--- src/pkg/sspc_regs.svh ---
// Constants for the sleep-state power control block
`ifndef SSPC_REGS_SVH
`define SSPC_REGS_SVH
`define SSPC_DEBOUNCE_NS   1000
`define SSPC_CLK_NS        5
`define SSPC_DEBOUNCE_CYC  ((`SSPC_DEBOUNCE_NS + `SSPC_CLK_NS - 1) / `SSPC_CLK_NS)
`define SSPC_DBW           8
`define SSPC_TIME_W        32
`define SSPC_SYNC_W        5
`define SSPC_S_HOLD        0
`define SSPC_S_RST         1
`define SSPC_S_TSYNC       2
`define SSPC_S_ALERT       3
`define SSPC_S_WAKE        4
`endif
--- src/pkg/sspc_pkg.sv ---
// Types for the sleep-state power control block
package sspc_pkg;
   typedef enum logic [2:0] {SYS_S0, SYS_ACTIVE_IDLE_STATE, SYS_S3, SYS_S4, SYS_S5} sspc_sys_t;
   typedef struct packed {
      logic lan_power_sleep_n;
      logic wireless_power_sleep_n;
      logic plane_s3_sleep_n;
      logic plane_s4_sleep_n;
      logic plane_s5_sleep_n;
      logic mgmt_power_sleep_n;
   } sspc_sleep_t;
   typedef enum logic [1:0] {EX_IDLE, EX_HOLD, EX_GO} sspc_exit_t;
endpackage : sspc_pkg

--- src/core/sspc_ctrl.sv ---
// Sleep-state power control pins: sleep plane outputs, wake, reset request, time sync
// Overview of operation
// - LAN sleep output stays high in S0 and whenever management sleep is high.
// - Wireless sleep output may go low to cut power; always high in S0.
// - S3 plane output is asserted in S3, S4 and S5.
// - S4 plane output asserted in S4 and S5; platform uses it for DRAM.
// - S5 plane output asserted only in S5.
// - Suspend clock output is a buffered copy of the RTC clock.
// - Primary-well ack high only when management no longer needs primary well.
// - Holdoff input postpones sleep exit after management sleep de-asserts.
// - With eSPI enabled, flash sharing drops but holdoff still delays exit.
// - Reset request input is debounced; stable assertion forces internal reset.
// - Time sync input edge captures current time counter.
// - Time sync output toggles when counter hits programmed match.
// - Regulator alert input demands processor throttling.
// - Wake line is an input in sleep states.
// - Wake line is driven as output in active-idle states.
// - Management sleep asserted when management is off.
`timescale 1ns/1ps
`default_nettype none
`include "sspc_regs.svh"
module sspc_ctrl
(
   input  wire logic                       mclk,
   input  wire logic                       rst_n,
   input  wire sspc_pkg::sspc_sys_t        sys_state_req,
   input  wire logic                       mgmt_off,
   input  wire logic                       mgmt_needs_primary,
   input  wire logic                       wireless_sleep_allow,
   input  wire logic                       espi_enable,
   input  wire logic                       rtc_clk,
   input  wire logic                       sleep_exit_hold_n,
   input  wire logic                       system_reset_req_n,
   input  wire logic                       time_sync_in,
   input  wire logic                       time_sync_out_mode,
   input  wire logic [`SSPC_TIME_W-1:0]    time_match,
   input  wire logic                       regulator_alert_n,
   input  wire logic                       wake_in_n,
   output var  sspc_pkg::sspc_sleep_t      sleep_pins,
   output logic                            suspend_clock_out,
   output logic                            primary_well_down_ack,
   output logic                            sleep_exit_done,
   output logic                            flash_share_en,
   output logic                            internal_reset,
   output logic                            time_sync_out,
   output logic                            time_sync_oe,
   output logic [`SSPC_TIME_W-1:0]         time_captured,
   output logic                            throttle_req,
   output logic                            wake_event,
   output logic                            wake_out_n,
   output logic                            wake_oe
);
   logic [`SSPC_SYNC_W-1:0]  sync_a, sync_b;
   logic [`SSPC_SYNC_W-1:0]  next_sync_a, next_sync_b;
   logic                     rtc_a, rtc_b;
   sspc_pkg::sspc_sleep_t    next_sleep_pins;
   sspc_pkg::sspc_exit_t     exit_st, next_exit_st;
   logic                     next_exit_done, next_ack, next_throttle, next_wake_event, next_wake_oe, next_wake_out_n;
   logic [`SSPC_DBW-1:0]     db_cnt, next_db_cnt;
   logic                     next_internal_reset, next_flash;
   logic [`SSPC_TIME_W-1:0]  tcount, next_tcount, next_captured;
   logic                     ts_prev, next_ts_prev, next_ts_out, next_ts_oe;
   logic                     mgmt_sleep_prev, next_mgmt_sleep_prev;
   logic                     in_s0;

   // Two-stage synchronisers; only the second stage is read by logic
   always_comb
   begin
      next_sync_a = {~wake_in_n, ~regulator_alert_n, time_sync_in, ~system_reset_req_n, ~sleep_exit_hold_n};
      next_sync_b = sync_a;
   end

   always_ff @(posedge mclk)
   begin
      if (!rst_n)
      begin
         sync_a <= '0;
         sync_b <= '0;
      end
      else
      begin
         sync_a <= next_sync_a;
         sync_b <= next_sync_b;
      end
   end

   // Sleep plane decode
   always_comb
   begin
      in_s0 = (sys_state_req == sspc_pkg::SYS_S0) || (sys_state_req == sspc_pkg::SYS_ACTIVE_IDLE_STATE);
      next_sleep_pins.mgmt_power_sleep_n     = ~mgmt_off;
      next_sleep_pins.lan_power_sleep_n      = in_s0 || !mgmt_off;
      next_sleep_pins.wireless_power_sleep_n = in_s0 || !wireless_sleep_allow;
      next_sleep_pins.plane_s3_sleep_n       = !((sys_state_req == sspc_pkg::SYS_S3)
                                                 || (sys_state_req == sspc_pkg::SYS_S4)
                                                 || (sys_state_req == sspc_pkg::SYS_S5));
      next_sleep_pins.plane_s4_sleep_n       = !((sys_state_req == sspc_pkg::SYS_S4)
                                                 || (sys_state_req == sspc_pkg::SYS_S5));
      next_sleep_pins.plane_s5_sleep_n       = !(sys_state_req == sspc_pkg::SYS_S5);
      next_ack        = mgmt_off && !mgmt_needs_primary;
      next_throttle   = sync_b[`SSPC_S_ALERT];
      next_wake_oe    = (sys_state_req == sspc_pkg::SYS_ACTIVE_IDLE_STATE);
      next_wake_event = !next_wake_oe && !in_s0 && sync_b[`SSPC_S_WAKE];
      // Pulled low only while driven, so active idle cannot wake the system
      next_wake_out_n = !next_wake_oe;
      next_flash      = !espi_enable;
   end

   // Sleep exit: holdoff input stretches exit after management sleep releases
   always_comb
   begin
      next_exit_st = exit_st;
      next_exit_done = 1'b0;
      next_mgmt_sleep_prev = sleep_pins.mgmt_power_sleep_n;
      unique case (exit_st)
         sspc_pkg::EX_IDLE:
            if (sleep_pins.mgmt_power_sleep_n && !mgmt_sleep_prev)
               next_exit_st = sspc_pkg::EX_HOLD;
         sspc_pkg::EX_HOLD:
            if (!sync_b[`SSPC_S_HOLD])
               next_exit_st = sspc_pkg::EX_GO;
         sspc_pkg::EX_GO:
         begin
            next_exit_done = 1'b1;
            next_exit_st = sspc_pkg::EX_IDLE;
         end
         default:
            next_exit_st = sspc_pkg::EX_IDLE;
      endcase
   end

   // Reset request debounce: must be stable for the full count
   always_comb
   begin
      next_db_cnt = '0;
      next_internal_reset = 1'b0;
      if (sync_b[`SSPC_S_RST])
      begin
         if (db_cnt == `SSPC_DBW'(`SSPC_DEBOUNCE_CYC))
         begin
            next_db_cnt = db_cnt;
            next_internal_reset = 1'b1;
         end
         else
            next_db_cnt = db_cnt + `SSPC_DBW'(1);
      end
   end

   // Time counter, capture and match toggle
   always_comb
   begin
      next_tcount   = tcount + `SSPC_TIME_W'(1);
      next_ts_prev  = sync_b[`SSPC_S_TSYNC];
      next_captured = time_captured;
      next_ts_out   = time_sync_out;
      next_ts_oe    = time_sync_out_mode;
      if (!time_sync_out_mode && sync_b[`SSPC_S_TSYNC] && !ts_prev)
         next_captured = tcount;
      if (time_sync_out_mode && tcount == time_match)
         next_ts_out = ~time_sync_out;
   end

   always_ff @(posedge mclk)
   begin
      if (!rst_n)
      begin
         sleep_pins            <= '0;
         exit_st               <= sspc_pkg::EX_IDLE;
         sleep_exit_done       <= 1'b0;
         mgmt_sleep_prev       <= 1'b0;
         primary_well_down_ack <= 1'b0;
         throttle_req          <= 1'b0;
         wake_event            <= 1'b0;
         wake_oe               <= 1'b0;
         wake_out_n            <= 1'b1;
         flash_share_en        <= 1'b0;
         db_cnt                <= '0;
         internal_reset        <= 1'b0;
         tcount                <= '0;
         ts_prev               <= 1'b0;
         time_captured         <= '0;
         time_sync_out         <= 1'b0;
         time_sync_oe          <= 1'b0;
      end
      else
      begin
         sleep_pins            <= next_sleep_pins;
         exit_st               <= next_exit_st;
         sleep_exit_done       <= next_exit_done;
         mgmt_sleep_prev       <= next_mgmt_sleep_prev;
         primary_well_down_ack <= next_ack;
         throttle_req          <= next_throttle;
         wake_event            <= next_wake_event;
         wake_oe               <= next_wake_oe;
         wake_out_n            <= next_wake_out_n;
         flash_share_en        <= next_flash;
         db_cnt                <= next_db_cnt;
         internal_reset        <= next_internal_reset;
         tcount                <= next_tcount;
         ts_prev               <= next_ts_prev;
         time_captured         <= next_captured;
         time_sync_out         <= next_ts_out;
         time_sync_oe          <= next_ts_oe;
      end
   end

   // Suspend clock is a resampled copy, not divided; limited to mclk resolution
   always_ff @(posedge mclk)
   begin
      if (!rst_n)
      begin
         rtc_a <= 1'b0;
         rtc_b <= 1'b0;
         suspend_clock_out <= 1'b0;
      end
      else
      begin
         rtc_a <= rtc_clk;
         rtc_b <= rtc_a;
         suspend_clock_out <= rtc_b;
      end
   end

   a_lan_in_s0: assert property (@(posedge mclk) disable iff (!rst_n)
      $past(rst_n) && $past(sys_state_req) == sspc_pkg::SYS_S0 |-> sleep_pins.lan_power_sleep_n)
      else $error("LAN sleep asserted in S0");
   a_wlan_in_s0: assert property (@(posedge mclk) disable iff (!rst_n)
      $past(rst_n) && $past(sys_state_req) == sspc_pkg::SYS_S0 |-> sleep_pins.wireless_power_sleep_n)
      else $error("Wireless sleep asserted in S0");
   a_s3_plane: assert property (@(posedge mclk) disable iff (!rst_n)
      $past(sys_state_req) == sspc_pkg::SYS_S4 |-> !sleep_pins.plane_s3_sleep_n)
      else $error("S3 plane not asserted in S4");
   a_s4_plane: assert property (@(posedge mclk) disable iff (!rst_n)
      $past(sys_state_req) == sspc_pkg::SYS_S5 |-> !sleep_pins.plane_s4_sleep_n)
      else $error("S4 plane not asserted in S5");
   a_s5_only: assert property (@(posedge mclk) disable iff (!rst_n)
      $past(rst_n) && !sleep_pins.plane_s5_sleep_n |-> $past(sys_state_req) == sspc_pkg::SYS_S5)
      else $error("S5 plane asserted outside S5");
   a_ack_mgmt: assert property (@(posedge mclk) disable iff (!rst_n)
      $past(rst_n) |-> primary_well_down_ack == ($past(mgmt_off) && !$past(mgmt_needs_primary)))
      else $error("Ack while management on");
   a_hold_exit: assert property (@(posedge mclk) disable iff (!rst_n)
      exit_st == sspc_pkg::EX_HOLD && sync_b[`SSPC_S_HOLD] |=> exit_st == sspc_pkg::EX_HOLD)
      else $error("Exit left hold while held");
   a_rst_debounce: assert property (@(posedge mclk) disable iff (!rst_n)
      $rose(internal_reset) |-> $past(sync_b[`SSPC_S_RST], 2))
      else $error("Internal reset without stable request");
   a_wake_drive: assert property (@(posedge mclk) disable iff (!rst_n)
      $past(sys_state_req) == sspc_pkg::SYS_ACTIVE_IDLE_STATE |-> wake_oe && !wake_event)
      else $error("Wake not driven in active idle");
   a_mgmt_sleep: assert property (@(posedge mclk) disable iff (!rst_n)
      $past(rst_n) |-> sleep_pins.mgmt_power_sleep_n == !$past(mgmt_off))
      else $error("Management sleep not asserted");
endmodule : sspc_ctrl
`default_nettype wire

--- config.mk ---
export PLATFORM = sky130hd
export DESIGN_NAME = sspc_ctrl
export DESIGN_NICKNAME = d
export VERILOG_FILES = /design/src/pkg/sspc_pkg.sv /design/src/core/sspc_ctrl.sv
export VERILOG_INCLUDE_DIRS = /design/src /design/src/pkg
export SDC_FILE = /design/constraint.sdc
export NUM_CORES = 1
export LEC_CHECK = 0
export ABC_AREA = 1
export BUFFER_PORTS_ARGS = -buffer_cell sky130_fd_sc_hd__buf_2
export CELL_PAD_IN_SITES_DETAIL_PLACEMENT = 1
export CELL_PAD_IN_SITES_GLOBAL_PLACEMENT = 2
export CORE_ASPECT_RATIO = 1.75
export CORE_MARGIN = 10
export CORE_UTILIZATION = 31
export CTS_BUF_LIST = sky130_fd_sc_hd__clkbuf_8
export DETAILED_ROUTE_END_ITERATION = 12
export GPL_TIMING_DRIVEN = 0
export PLACE_DENSITY = 0.9
export RECOVER_POWER = 100
export SYNTH_ARGS = -nofsm -noshare
export SYNTH_HDL_FRONTEND = slang
export SYNTH_SLANG_ARGS = --single-unit
--- constraint.sdc ---
create_clock -name mclk -period 2.2 [get_ports mclk]
set_clock_uncertainty 0.2 [all_clocks]
set_input_delay 0.33 -clock mclk [delete_from_list [all_inputs] [get_ports mclk]]
set_output_delay 0.33 -clock mclk [all_outputs]
set_load 0.05 [all_outputs]
==> impl_metrics.toml <==
[sta]
hold_viol_final = 0
min_period_ns = 2.01
tns_ns = 0
drv_slew = 0
tightest_slew_ns = 0.713
slew_headroom = 0.527
setup_viol = 0
rsz0062_at_grt = "no"
fmax_mhz = 497
final.period_utilization = 0.914

[floorplanning]
die_x_um = 112
fp.dieArea_um2 = 20200
start_util = 0.316
fp-row-count = 58
coreArea_um2 = 14400
io_pins = 97
die_y_um = 180

[routing]
routed_wl_um = 14500
drc = 0
drt-wirelength-per-cell_um = 15.3
drt_iter0_drc = 149
first_pass_iters = 4
vias = 4388
ant_nets = 0
detail_route.vias_per_cell = 4.64

[synthesis]
synth_cells = 640
ys_ff_latch = 105
yosys_warnings = 0
synth-main-ff-cell = "dfxtp_1"
synth_area_leaders = "dfxtp_1 46%, nand2_1 11%, inv_1 10%, a21oi_1 6.0%, o21ai_0 5.6%"
ys_types = 33
syn_area_um2 = 4560
ys_async_sr_fraction = 0
synth.avg_cell_area_um2 = 7.13
synth_edf_count = 0
synth_most_common_cell = "nand2_1"
synth_nets = 691
synth.top_cells.by_count = "134 x nand2_1, 123 x inv_1, 105 x dfxtp_1, 65 x nor2_1, 55 x a21oi_1"
synth_largest_area_cell = "dfxtp_1"
seq_area_frac_synth = 0.461
yosysTopAreaCellShare = 0.461

[final_layout]
area_growth_pct = 21.2
antennaDiodeCount = 0
fin_area_um2 = 5530
stdcell_count = 946
layout-drive-gt1-share = 0.103
fin_nets = 812

[flow_run]
drv_cap = 0

[setup_path]
endpoint_kind = "flop"
path_class = "reg2reg"
crit_path_max_fanout = 6
critPathLaunchType = "flop"
worstPathRequired_ns = 2.27
critPathArrivalTime_ns = 2.08

[grt]
grt_pass1_wl_um = 23500
overflow = 0
antenna_found_initial = 0
grt_pass1_vias = 4789
grt_max_degree = 22
track_usage = 0.143

[pwr]
powerDensity_nw_per_um2 = 654
peakVddDrop_mv = 0.252
p_total_mw = 3.62
leakage_nw = 2.32

[placement]
dp_cells = 915
gp_congestion = 0.844
post_dp_cell_area_um2 = 5260
portBuffers = 95
hpwl_um = 11400

[min_path]
hold_class = "reg2reg"

[clock_network]
cts_buffers = 9
clkSinkCount = 105
clk_path_buf_depth = 2
clock-root-buffer = "clkbuf_8"
cts_max_level = 3
clk_pin_slew_worst_paths_ns = 0.12
cts_tree = "yes"
post_cts_buffers = 0
clock_latency_ns = 0.39

[status]
outcome = "finished, final reports clean"
through the flow:
step	hold WS, ns	setup slack [ns]	utilization
floorplan	0.190	0.541	-
finish	0.226	0.189	0.383
global placement	0.195	0.164	0.364
detailed placement	0.202	0.159	0.364
CTS	0.231	0.167	0.389
global route	0.242	0.00806	0.383
cell usage in the layout, fill, tap and decap left out, drive strengths merged:
master and count:
nand3b 2, a21oi 55, clkbuf 75, nor3 16, nand2 140, nor2 71, clkinvlp 1, nor4 2
o21a 1, ha 3, xnor2 5, or4 1, dlygate4sd3 15, o31ai 3, nand3 17, a31oi 1
dfxtp 105, o21ai 55, nand4 8, o2bb2ai 1, nor3b 2, clkinv 2, xor2 7, buf 46
or3 1, or2 4, inv 127
flip-flops by register name, summed over array words and instances (netlist names), 2 cells and up:
register,cells
tcount,32
exit_st,2
sleep_pins,5
db_cnt,8
sync_b,5
next_sync_b,5
time_captured,32
where the power goes:
group	switching [mW]	internal, mW	total (mW)
clock network	0.791	0.455	1.25
registers	0.0250	1.95	1.98
logic	0.276	0.117	0.393
total	1.09	2.52	3.62
layer usage:
layer | GRT usage | up-vias | part of all wire
li1 | - | 2223 | -
met1 | 0.136 | 2079 | 0.38
met2 | 0.282 | 69 | 0.57
met3 | 0.0300 | 17 | 0.033
met4 | 0.0563 | 0 | 0.022
met5 | 0 | - | 0
cells by family after synthesis:
family | synth area share
flops | 0.461
compound gates | 0.131
fa+ha+maj | 0.00823
simple gates | 0.261
buf+inv | 0.117
xor+xnor | 0.0230
layout make-up:
cell class | instances | area [um^2]
Fill cell | 1871 | 8910
Sequential cell | 105 | 2100
Multi-Input combinational cell | 395 | 1910
Timing Repair Buffer | 110 | 563
Inverter | 123 | 462
Tap cell | 180 | 225
Clock buffer | 9 | 124
Clock inverter | 7 | 80.1
Buffer | 17 | 67.6
timing repair:
action / CTS / global route
hold endpoints to repair: 18 / 0
resized for setup: 0 / 0
hold buffers: 15 / 0
worst paths after layout:
| kind | startpoint | endpoint | slack (ns) | cells after the start |
|---|---|---|---|---|
| worst min register to register | rtc_b | suspend_clock_out | 0.23 | 2 |
| worst max register to register | tcount[2] | tcount[27] | 0.19 | 8 |
| worst max-delay path | tcount[2] | tcount[27] | 0.19 | 8 |
| worst min-delay path | rtc_b | suspend_clock_out | 0.23 | 2 |
critical path, stage by stage, from the launching register on:
cell and delay [ns]:
dfxtp_1 0.44, nand3_1 0.15, nor2_1 0.27, nand2_4 0.15
nor2_8 0.14, nand3_1 0.16, nor2_1 0.18, xor2_1 0.15
nor2_1 0.05
No activity file was read; power rests on OpenSTA's default activity.
